[src/pom_pkg.sv]
package pom_pkg;
  localparam int unsigned POM_IDX_W        = 12;
  localparam logic [11:0] POM_PARITY_IDX   = 12'h002;
  localparam logic [11:0] POM_TRACE_IDX    = 12'h003;
  localparam logic [11:0] POM_MAINT_IDX    = 12'h004;
  localparam logic [11:0] POM_IDX_MAX      = 12'hFFF;
  localparam logic [2:0]  POM_LAST_BIT     = 3'h7;
  localparam int unsigned POM_RDI_BIT      = 7;
  localparam int unsigned POM_REI_BIT      = 6;
  localparam int unsigned POM_LABEL_HI     = 5;
  localparam int unsigned POM_LABEL_LO     = 3;
  localparam logic [2:0]  POM_LABEL_AIS    = 3'h7;
  localparam logic [2:0]  POM_LABEL_UNEQ   = 3'h0;
  localparam int unsigned POM_MF_BIT       = 7;
  localparam int unsigned POM_TRACE_LEN    = 16;
  localparam logic [3:0]  POM_TRACE_LAST   = 4'hF;
  localparam logic [1:0]  POM_TRACE_REPEAT = 2'h2;
  localparam logic [2:0]  POM_AIS_PERSIST  = 3'h5;
  localparam logic [2:0]  POM_UNEQ_PERSIST = 3'h5;
  localparam logic [2:0]  POM_RDI_PERSIST  = 3'h5;
  localparam int unsigned POM_THR_W        = 16;
  localparam int unsigned POM_WIN_W        = 4;
  localparam logic [15:0] POM_SEC_MAX      = 16'hFFFF;
  localparam logic [3:0]  POM_WIN_MAX      = 4'hF;
endpackage

[src/pom_persist.sv]
`timescale 1ns/100ps
`default_nettype none
// flips its state once the condition has differed from it for COUNT ticks in a row
module pom_persist #(
  parameter logic [2:0] COUNT = 3'h5
) (
  input  wire logic clk,
  input  wire logic nrst,
  input  wire logic tick,
  input  wire logic hold,
  input  wire logic cond,
  output logic      state
);
  logic [2:0] run;

  always_ff @(posedge clk or negedge nrst) begin
    if (!nrst) begin
      state <= 1'b0;
      run   <= 3'h0;
    end else if (hold) begin
      state <= 1'b0;
      run   <= 3'h0;
    end else if (tick) begin
      if (cond == state) begin
        run <= 3'h0;
      end else if (run == COUNT - 3'h1) begin
        state <= cond;
        run   <= 3'h0;
      end else begin
        run <= run + 3'h1;
      end
    end
  end
endmodule
`default_nettype wire

[src/pom_monitor.sv]
`timescale 1ns/100ps
`default_nettype none
// Summary of operation
// - per frame, even parity of each bit over previous frame checked against parity byte
// - each differing parity bit counts as a near-end errored block indication
// - recover 16-byte trace, publish accepted value, compare with expected trace
// - only the 16-byte multiframed trace format is handled
// - maintenance byte bit 1 is remote defect, bit 2 is remote error
// - remote defect bit 1 means remote receiver in defect, 0 normal
// - remote error bit is a far-end errored block indication
// - extract signal label, bits 3 to 5 of the maintenance byte
// - path alarm declared after 5 consecutive frames with label 111
// - path alarm cleared after 5 consecutive frames with label other than 111
// - management input disables trace mismatch detection
// - server fail or path alarm holds off unequipped, degrade, remote defect, mismatch
// - trail fail from server fail, alarm, unequipped, mismatch; degrade from degraded defect
// - degraded cause only when monitored, degraded, not unequipped, not mismatched
// - server fail cause reporting selectable, default not reported
// - remote defect cause reporting selectable, default not reported
module pom_monitor
  import pom_pkg::*;
(
  input  wire logic                       mclk,
  input  wire logic                       nrst,
  input  wire logic                       ci_d,
  input  wire logic                       ci_ck,
  input  wire logic                       ci_fs,
  input  wire logic                       incoming_server_fail,
  input  wire logic                       monitor_mode_select,
  input  wire logic                       server_fail_report_enable,
  input  wire logic                       remote_defect_report_enable,
  input  wire logic                       mismatch_detect_disable,
  input  wire logic [127:0]               expected_trace,
  input  wire logic [pom_pkg::POM_THR_W-1:0] degrade_threshold,
  input  wire logic [pom_pkg::POM_WIN_W-1:0] degrade_window_count,
  input  wire logic                       one_second,
  output logic                            trail_fail_action,
  output logic                            trail_degrade_action,
  output logic                            mismatch_fault_cause,
  output logic                            unequipped_fault_cause,
  output logic                            degraded_fault_cause,
  output logic                            remote_defect_fault_cause,
  output logic                            server_fail_fault_cause,
  output logic [127:0]                    accepted_trace,
  output logic [3:0]                      near_errored_block,
  output logic                            near_block_valid,
  output logic                            far_errored_block,
  output logic                            path_alarm_defect,
  output logic                            unequipped_defect,
  output logic                            degraded_defect,
  output logic                            remote_defect_defect,
  output logic                            trace_mismatch_defect,
  output logic [2:0]                      signal_label
);
  import pom_pkg::*;

  logic [2:0]           s1;
  logic [2:0]           s2;
  logic [2:0]           s3;
  logic                 ck_q;
  logic                 ck_rise;
  logic [2:0]           bit_cnt;
  logic [6:0]           shreg;
  logic [POM_IDX_W-1:0] byte_idx;
  logic                 byte_done;
  logic [7:0]           byte_val;
  logic [POM_IDX_W-1:0] done_idx;
  logic [7:0]           par_acc;
  logic [7:0]           par_prev;
  logic                 started;
  logic                 prev_ok;
  logic                 em_done;
  logic                 tr_done;
  logic                 ma_done;
  logic [7:0]           par_diff;
  logic                 ssf_comb;
  logic [3:0]           tr_idx;
  logic [15:0][7:0]     tr_cur;
  logic [15:0][7:0]     tr_last;
  logic [15:0][7:0]     next_full;
  logic [1:0]           tr_rep;
  logic                 tr_ok;
  logic [15:0]          sec_cnt;
  logic [3:0]           bad_run;
  logic [3:0]           good_run;
  logic                 sec_bad;
  logic                 ais_raw;
  logic                 uneq_raw;
  logic                 rdi_raw;
  logic                 far_tick;

  // three-stage sampling of the link pins; the first stage feeds only the second
  always_ff @(posedge mclk or negedge nrst) begin
    if (!nrst) begin
      s1   <= 3'h0;
      s2   <= 3'h0;
      s3   <= 3'h0;
      ck_q <= 1'b0;
    end else begin
      s1 <= {ci_ck, ci_fs, ci_d};
      s2 <= s1;
      s3 <= s2;
      if (s2[2] == s3[2]) begin
        ck_q <= s3[2];
      end
    end
  end

  // a link clock edge counts only once stages two and three agree
  assign ck_rise = (s2[2] == s3[2]) && s3[2] && !ck_q;

  // byte assembly, aligned by the frame start marker; nothing is driven back
  always_ff @(posedge mclk or negedge nrst) begin
    if (!nrst) begin
      bit_cnt   <= 3'h0;
      shreg     <= 7'h00;
      byte_idx  <= '0;
      byte_done <= 1'b0;
      byte_val  <= 8'h00;
      done_idx  <= '0;
    end else begin
      byte_done <= 1'b0;
      if (ck_rise) begin
        if (s3[1]) begin
          bit_cnt  <= 3'h1;
          byte_idx <= '0;
          shreg    <= {6'h00, s3[0]};
        end else if (bit_cnt == POM_LAST_BIT) begin
          bit_cnt   <= 3'h0;
          byte_done <= 1'b1;
          byte_val  <= {shreg, s3[0]};
          done_idx  <= byte_idx;
          if (byte_idx != POM_IDX_MAX) begin
            byte_idx <= byte_idx + 12'h001;
          end
        end else begin
          bit_cnt <= bit_cnt + 3'h1;
          shreg   <= {shreg[5:0], s3[0]};
        end
      end
    end
  end

  assign em_done  = byte_done && (done_idx == POM_PARITY_IDX);
  assign tr_done  = byte_done && (done_idx == POM_TRACE_IDX);
  assign ma_done  = byte_done && (done_idx == POM_MAINT_IDX);
  assign par_diff = par_prev ^ byte_val;
  assign ssf_comb = incoming_server_fail | path_alarm_defect;

  // parity over every byte of a frame, kept for the next frame's check
  always_ff @(posedge mclk or negedge nrst) begin
    if (!nrst) begin
      par_acc            <= 8'h00;
      par_prev           <= 8'h00;
      started            <= 1'b0;
      prev_ok            <= 1'b0;
      near_errored_block <= 4'h0;
      near_block_valid   <= 1'b0;
    end else begin
      near_block_valid <= 1'b0;
      if (byte_done) begin
        if (done_idx == '0) begin
          par_prev <= par_acc;
          par_acc  <= byte_val;
          started  <= 1'b1;
          prev_ok  <= started;
        end else begin
          par_acc <= par_acc ^ byte_val;
        end
      end
      // the first frame after reset has no complete predecessor, so it is not checked
      if (em_done && prev_ok) begin
        near_errored_block <= 4'($countones(par_diff));
        near_block_valid   <= 1'b1;
      end
    end
  end

  // maintenance byte fields
  always_ff @(posedge mclk or negedge nrst) begin
    if (!nrst) begin
      far_errored_block <= 1'b0;
      signal_label      <= 3'h0;
      rdi_raw           <= 1'b0;
    end else begin
      far_errored_block <= ma_done && byte_val[POM_REI_BIT];
      if (ma_done) begin
        signal_label <= byte_val[POM_LABEL_HI:POM_LABEL_LO];
        rdi_raw      <= byte_val[POM_RDI_BIT];
      end
    end
  end

  assign ais_raw  = signal_label == POM_LABEL_AIS;
  assign uneq_raw = signal_label == POM_LABEL_UNEQ;

  // each persistence filter ticks one cycle after the label was captured
  pom_persist #(.COUNT(POM_AIS_PERSIST)) u_ais (
    .clk   (mclk),
    .nrst  (nrst),
    .tick  (far_tick),
    .hold  (1'b0),
    .cond  (ais_raw),
    .state (path_alarm_defect)
  );
  pom_persist #(.COUNT(POM_UNEQ_PERSIST)) u_uneq (
    .clk   (mclk),
    .nrst  (nrst),
    .tick  (far_tick),
    .hold  (ssf_comb),
    .cond  (uneq_raw),
    .state (unequipped_defect)
  );
  pom_persist #(.COUNT(POM_RDI_PERSIST)) u_rdi (
    .clk   (mclk),
    .nrst  (nrst),
    .tick  (far_tick),
    .hold  (ssf_comb),
    .cond  (rdi_raw),
    .state (remote_defect_defect)
  );

  always_ff @(posedge mclk or negedge nrst) begin
    if (!nrst) begin
      far_tick <= 1'b0;
    end else begin
      far_tick <= ma_done;
    end
  end

  // multiframed trace: a set top bit marks the first byte of the 16
  always_comb begin
    next_full     = tr_cur;
    // the last byte fills element 0, the bottom bits, the same order as the expected trace
    next_full[0]  = byte_val;
  end

  always_ff @(posedge mclk or negedge nrst) begin
    if (!nrst) begin
      tr_idx         <= 4'h0;
      tr_cur         <= '0;
      tr_last        <= '0;
      tr_rep         <= 2'h0;
      tr_ok          <= 1'b0;
      accepted_trace <= '0;
    end else if (tr_done) begin
      if (byte_val[POM_MF_BIT]) begin
        tr_cur[POM_TRACE_LAST] <= byte_val;
        tr_idx    <= 4'h1;
      end else if (tr_idx != 4'h0) begin
        tr_cur[POM_TRACE_LAST - tr_idx] <= byte_val;
        if (tr_idx == POM_TRACE_LAST) begin
          tr_idx  <= 4'h0;
          tr_last <= next_full;
          // accepted after the same value arrives in three multiframes in a row
          if (next_full != tr_last) begin
            tr_rep <= 2'h0;
          end else if (tr_rep + 2'h1 != POM_TRACE_REPEAT) begin
            tr_rep <= tr_rep + 2'h1;
          end else begin
            accepted_trace <= next_full;
            tr_ok          <= 1'b1;
          end
        end else begin
          tr_idx <= tr_idx + 4'h1;
        end
      end
    end
  end

  always_ff @(posedge mclk or negedge nrst) begin
    if (!nrst) begin
      trace_mismatch_defect <= 1'b0;
    end else begin
      trace_mismatch_defect <= tr_ok && !mismatch_detect_disable && !ssf_comb
                               && (accepted_trace != expected_trace);
    end
  end

  // degrade: errored frames per second against threshold, over a run of seconds
  assign sec_bad = sec_cnt >= degrade_threshold;

  always_ff @(posedge mclk or negedge nrst) begin
    if (!nrst) begin
      sec_cnt         <= 16'h0000;
      bad_run         <= 4'h0;
      good_run        <= 4'h0;
      degraded_defect <= 1'b0;
    end else if (ssf_comb) begin
      sec_cnt         <= 16'h0000;
      bad_run         <= 4'h0;
      good_run        <= 4'h0;
      degraded_defect <= 1'b0;
    end else if (one_second) begin
      sec_cnt <= 16'h0000;
      if (sec_bad) begin
        good_run <= 4'h0;
        bad_run  <= (bad_run == POM_WIN_MAX) ? bad_run : bad_run + 4'h1;
        if (bad_run + 4'h1 >= degrade_window_count) begin
          degraded_defect <= 1'b1;
        end
      end else begin
        bad_run  <= 4'h0;
        good_run <= (good_run == POM_WIN_MAX) ? good_run : good_run + 4'h1;
        if (good_run + 4'h1 >= degrade_window_count) begin
          degraded_defect <= 1'b0;
        end
      end
    end else if (near_block_valid && near_errored_block != 4'h0 && sec_cnt != POM_SEC_MAX) begin
      sec_cnt <= sec_cnt + 16'h0001;
    end
  end

  // consequent actions and reported causes
  always_ff @(posedge mclk or negedge nrst) begin
    if (!nrst) begin
      trail_fail_action         <= 1'b0;
      trail_degrade_action      <= 1'b0;
      mismatch_fault_cause      <= 1'b0;
      unequipped_fault_cause    <= 1'b0;
      degraded_fault_cause      <= 1'b0;
      remote_defect_fault_cause <= 1'b0;
      server_fail_fault_cause   <= 1'b0;
    end else begin
      trail_fail_action    <= ssf_comb | unequipped_defect | trace_mismatch_defect;
      trail_degrade_action <= degraded_defect;
      unequipped_fault_cause <= monitor_mode_select & unequipped_defect;
      mismatch_fault_cause   <= monitor_mode_select & trace_mismatch_defect & !unequipped_defect;
      degraded_fault_cause   <= monitor_mode_select & degraded_defect
                                & !unequipped_defect & !trace_mismatch_defect;
      remote_defect_fault_cause <= monitor_mode_select & remote_defect_defect & !trace_mismatch_defect
                                   & !unequipped_defect & remote_defect_report_enable;
      server_fail_fault_cause   <= monitor_mode_select & ssf_comb & server_fail_report_enable;
    end
  end
endmodule
`default_nettype wire

[config.mk]
export PLATFORM = sky130hd
export DESIGN_NAME = pom_monitor
export DESIGN_NICKNAME = d
export VERILOG_FILES = /design/src/pom_pkg.sv /design/src/pom_persist.sv /design/src/pom_monitor.sv
export SDC_FILE = /design/constraint.sdc
export NUM_CORES = 1
export LEC_CHECK = 0
export ABC_AREA = 0
export BUFFER_PORTS_ARGS = -buffer_cell sky130_fd_sc_hd__buf_2
export CAP_MARGIN = 15
export CORE_MARGIN = 8
export CORE_UTILIZATION = 58
export DETAILED_ROUTE_END_ITERATION = 6
export HOLD_SLACK_MARGIN = 0.1
export PLACE_DENSITY_LB_ADDON = 0.05
export SLEW_MARGIN = 20
export SYNTH_ARGS = -nofsm -noshare
export SYNTH_HDL_FRONTEND = slang
export SYNTH_SLANG_ARGS = --single-unit
[constraint.sdc]
create_clock -name mclk -period 4.5 [get_ports mclk]
set_input_delay 0.675 -clock mclk [delete_from_list [all_inputs] [get_ports mclk]]
set_output_delay 0.675 -clock mclk [all_outputs]
set_load 0.05 [all_outputs]
# Word level (Yosys, flattened, before mapping)
# Index checks and enable logic that the tools add are counted.
# op_classes
add_sub_neg,18
order_cmp,5
n_eq_ne,26
n_mux,56
n_bitwise,22
n_reduce_logical,47
# op_table
cell,count
!= test 128 bit,2
bitwise mux 128 bit,1
two-way mux 128 bit,1
two-way mux 16 bit,3
two-way mux 4 bit,11
two-way mux 12 bit,3
two-way mux 3 bit,12
demux 8 bit (select 4 bit),1
equality test 12 x 2 -> 1 bit (second input constant),2
two-way mux 8 bit,3
AND reduction 3 bit,7
two-way mux 1 bit,17
adder 16 x 1 -> 16 bit (second input constant),1
>= comparator 16 bit,1
!= test 16 bit (second input constant),1
nonzero test 2 bit,8
bitwise XOR 8 bit,2
equality test 3 bit (second input constant),5
two-way mux 7 bit,2
logical AND 1 bit,13
adder 12 x 1 -> 12 bit (second input constant),1
adder 3 x 1 -> 3 bit (second input constant),4
adder 4 x 1 -> 4 bit (second input constant),3
bitwise AND 1 bit,12
27 further kinds,58
# totals
register_bits,516
inputBits,159
out_inout_bits,149
wordCells,248

# Longest topological paths before layout
# logic_depth
depth_word,8
depth_mapped,10
depth_no_buf,9

# By module
# A second synthesis with hierarchy kept.
# hier_totals
cells_unflattened,1961
area_unflattened_um2,24240.7
# by_module_without_submodules
module,n_inst,cells_each,area_each_um2,seq_area_each_um2
pom_monitor,1,1891,23545.1,12411.9
pom_persist (u_rdi ...),2,24,230.2,100.1
pom_persist (u_ais),1,22,235.2,100.1

# Least setup slack after synthesis
# OpenSTA, ideal clock, no wires.
# synth_path
path_type,register to register
start,register byte_val[0]
end,register near_errored_block[1]
arrival_ns,3.219
required_time_ns,4.375
path_slack_ns,1.156
path_stages_with_launch,10
path_buffers,1
period_less_slack_ns,3.344
path_cell_list,dfrtp_1 -> clkbuf_1 -> xnor2_1 -> fa_1 -> fa_1 -> fa_1 -> inv_1 -> ha_1 -> fa_1 -> mux2_2
# synth_via
elab_chain_len,4
# synth_lines
element,line_no,text
from (decl),pom_monitor.sv:66,logic [7:0] byte_val;
from (signal assigned),pom_monitor.sv:131,"byte_val <= {shreg, s3[0]};"
bitwise XOR 8 bit,pom_monitor.sv:147,assign par_diff = par_prev ^ byte_val;
adder 1 x 1 -> 2 bit (not written as such),pom_monitor.sv:173,near_errored_block <= 4'($countones(par_diff));
adder 2 x 2 -> 3 bit (not written as such),pom_monitor.sv:173,
adder 3 x 3 -> 4 bit (not written as such),pom_monitor.sv:173,
to (signal assigned),pom_monitor.sv:173,
to (decl),pom_monitor.sv:45,"output logic [3:0] near_errored_block,"
# No other way between the ends.
# A chain may end at the register's enable or synchronous reset.

# Worst setup path in the final report
# layout_path
start,register byte_val[6]
end,register accepted_trace[113]
# layout_via
elab_chain_len,3
# layout_lines
element,line_no,text
!= test 128 bit,pom_monitor.sv:256,if (next_full != tr_last) begin
inverter 1 bit (no line),n/a,
AND reduction 6 bit (no line),n/a,
to (signal assigned),pom_monitor.sv:261,accepted_trace <= next_full;
to (decl),pom_monitor.sv:44,"output logic [127:0] accepted_trace,"
# No other way between the ends.

==> results.sh <==
export IMPL_drtIter0Drc=1519
export IMPL_first_pass_iters=5
export IMPL_grt_max_degree=164
export IMPL_netlist_area_mm2=0.0243
export IMPL_period_share_pct=93.4
export IMPL_place_congestion=0.950
export IMPL_final_antenna_net_count=0
export IMPL_critPathCaptureType="flop"
export IMPL_final_util_pct=67.1
export IMPL_drc=0
export IMPL_die_h_um=221
export IMPL_htree_levels=2
export IMPL_ys_flop_type="dfrtp_1"
export IMPL_rrSetupSlack_ns=0.30
export IMPL_hold_viol_final=0
export IMPL_yosys_area_top_type="dfrtp_1"
export IMPL_period_needed_ns=4.20
export IMPL_num_fill_cells=3265
export IMPL_cts_tree="built"
export IMPL_start_util_pct=58.4
export IMPL_grtUsageMet2_pct=47.5
export IMPL_fin_nets=2711
export IMPL_overflow=0
export IMPL_setup_viol=0
export IMPL_pin_count=308
export IMPL_power_density_mw_per_mm2=336
export IMPL_die_area_mm2=0.0487
export IMPL_fp_coreArea_mm2=0.0417
export IMPL_cap_viol_max_count=0
export IMPL_hold_path_class="input port to flop"
export IMPL_grtUsageMet1_pct=43.7
export IMPL_area_growth_pct=15.0
export IMPL_netlist_area_leader_share_pct=52.3
export IMPL_cp_start_kind="flop"
export IMPL_numCtsBuffers=52
export IMPL_required_ns=4.97
export IMPL_final_setup_tns_ns=0
export IMPL_avgSynthCellArea_um2=11.0
export IMPL_cp_arrival_ns=4.67
export IMPL_track_usage_pct=30.8
export IMPL_slew_headroom_pct=25.6
export IMPL_synth_seq_cells=508
export IMPL_fin_worst_skew_ns=0.0219
export IMPL_clockRootBuffer="clkbuf_16"
export IMPL_slew_violations=0
export IMPL_vias_per_cell=5.75
export IMPL_clk_pin_slew_worst_paths_ns=0.06
export IMPL_top_usage_layer="met2"
export IMPL_place_port_buffers=306
export IMPL_synth_cells=2204
export IMPL_cts_resized=0
export IMPL_die_width_um=221
export IMPL_synth_area_leaders="dfrtp_1, nand2_1, mux2_4"
export IMPL_post_cts_buffers=0
export IMPL_leakagePower_nw=14.7
export IMPL_synth_edf_count=0
export IMPL_r2r_cells=8
export IMPL_outcome="completed"
export IMPL_ys_seq_area_share_pct=52.3
export IMPL_synth_nets=2412
export IMPL_grt_pass1_wl_mm=112
export IMPL_rr_startpoint="byte_val[6]"
export IMPL_rsz0062_at_grt="false"
export IMPL_hold_depth=1
export IMPL_r2r_end="accepted_trace[113]"
export IMPL_cp_max_fo=45
export IMPL_grt_pass1_vias=17800
export IMPL_ir_drop_uv=333
export IMPL_final_cell_mix="dfrtp_1, nand2_1, buf_2"
export IMPL_route_vias_total=17700
export IMPL_layout_commonest_cell="dfrtp_1"
export IMPL_async_reset_ff_share_pct=100
export IMPL_synthDistinctLibCells=72
export IMPL_drt_wirelength_per_cell_um=24.3
export IMPL_holdCritStartpoint="ci_fs"
export IMPL_cts_buffer_depth=3
export IMPL_worst_pin_slew_ns=1.12
export IMPL_met3_usage_pct=4.87
export IMPL_routed_wl_mm=75.0
export IMPL_multi_input_area_mm2=0.0105
export IMPL_seq_area_mm2=0.0127
export IMPL_clk_latency_ns=0.60
export IMPL_antenna_cells=0
export IMPL_final_layout_size_suffix_gt1_share_pct=25.7
export IMPL_clock_sinks=508
export IMPL_max_freq_mhz=238
export IMPL_yosysWarningCount=0
export IMPL_critical_path_class="flop to flop"
export IMPL_min_to="s1[1]"
export IMPL_antenna_found_initial=2
export IMPL_num_rows=75
export IMPL_dp_hpwl_mm=55.5
==> per-layer routing <==
metal,share of wire (%),vias up
met5,0,-
met4,3.5,0
met3,6.5,132
met2,46,634
met1,44,8892
li1,-,8078
==> synthesized netlist by cell type (5+ instances only) <==
master	count
buf_12	11
nand4_1	40
nor3_1	10
a22oi_1	9
mux2_1	14
o2bb2ai_1	17
mux2_4	100
nor4_1	38
nor2_1	46
nand3_1	27
o22ai_1	35
xnor2_1	67
buf_2	17
a21oi_1	27
clkbuf_1	50
a2111oi_0	17
o21ai_0	90
or3_1	5
a21o_1	5
and4_1	7
nand2b_1	13
a31oi_1	7
nand2_1	436
xor2_1	115
or4_1	5
and3_1	10
and2_1	16
nor2b_1	66
inv_1	141
a221oi_1	16
mux2i_1	9
ha_1	45
dfrtp_1	508
mux2_2	120
==> kinds of logic (layout without fill, tap and decap cells) <==
logic type	after synthesis	in the layout	share of synthesized area, %
AO/OA/AOI/OAI	245	245	6.53
XOR/XNOR	182	182	6.56
adder cells (fa/ha/maj)	49	49	2.65
buffers and inverters	226	565	4.44
flip-flops	508	508	52.3
multiplexers	243	243	12.8
other	1	1	0.0154
AND/OR/NAND/NOR	750	750	14.8
==> cell type report <==
type                       instances  area share (%)
tap                              539            2.41
clock buffer                      72            5.24
sequential                       508            45.5
inverter                         142            1.91
timing repair buffer             329            6.45
clock inverter                    22           0.846
multi-input combinational       1470            37.7
==> power breakdown <==
| part | switching [mW] | internal (mW) |
|---|---|---|
| sequential | 0.0310 | 4.60 |
| clock | 1.81 | 2.51 |
| combinational | 0.289 | 0.152 |
==> worst max-delay path, stage by stage (launching register included) <==
cell and delay (ns):
dfrtp_1 0.58, inv_1 0.45, a2111oi_0 0.83, nand4_1 0.30, nor4_2 0.26, nand4_2 0.24, nor3_4 0.60, buf_12 0.39
mux2_1 0.38
==> worst max path at each step <==
stage,start,endpoint,slack (ns)
6_report,byte_val[6],accepted_trace[113],0.30
3_5_place_dp,byte_val[6],accepted_trace[113],0.44
3_3_place_gp,byte_val[6],accepted_trace[5],0.39
5_1_grt,byte_val[6],accepted_trace[126],0.27
4_1_cts,byte_val[6],accepted_trace[113],0.39
2_1_floorplan,byte_val[0],near_errored_block[1],1.16
==> per-stage QoR <==
stage	instances	hold slack, ns	power (mW)	worst slack [ns]	area (µm²)
floorplan	2204	0.331	4.89	1.16	24300
global placement	2987	0.336	5.15	0.389	26300
detailed placement	2987	0.336	5.16	0.435	26300
CTS	3082	0.156	9.46	0.391	28000
global route	3082	0.172	9.69	0.270	28000
finish	3082	0.190	9.39	0.298	28000
==> flip-flops by register name, indices dropped and copies added (netlist names), 2 cells and up <==
name / count
par_acc: 8
tr_last: 127
sec_cnt: 16
s2: 3
done_idx: 12
signal_label: 3
bad_run: 4
u_ais.run: 3
par_prev: 8
u_rdi.run: 3
bit_cnt: 3
s3: 3
good_run: 4
accepted_trace: 127
byte_val: 8
shreg: 7
next_full: 120
byte_idx: 12
tr_rep: 2
near_errored_block: 4
tr_idx: 4
s1: 3
u_uneq.run: 3
==> timing repair <==
action                                 CTS  global route
endpoints found under the hold margin   38             0
hold buffers                             1             0
setup endpoints to repair                0             0
No activity file was read; power rests on OpenSTA's default activity.
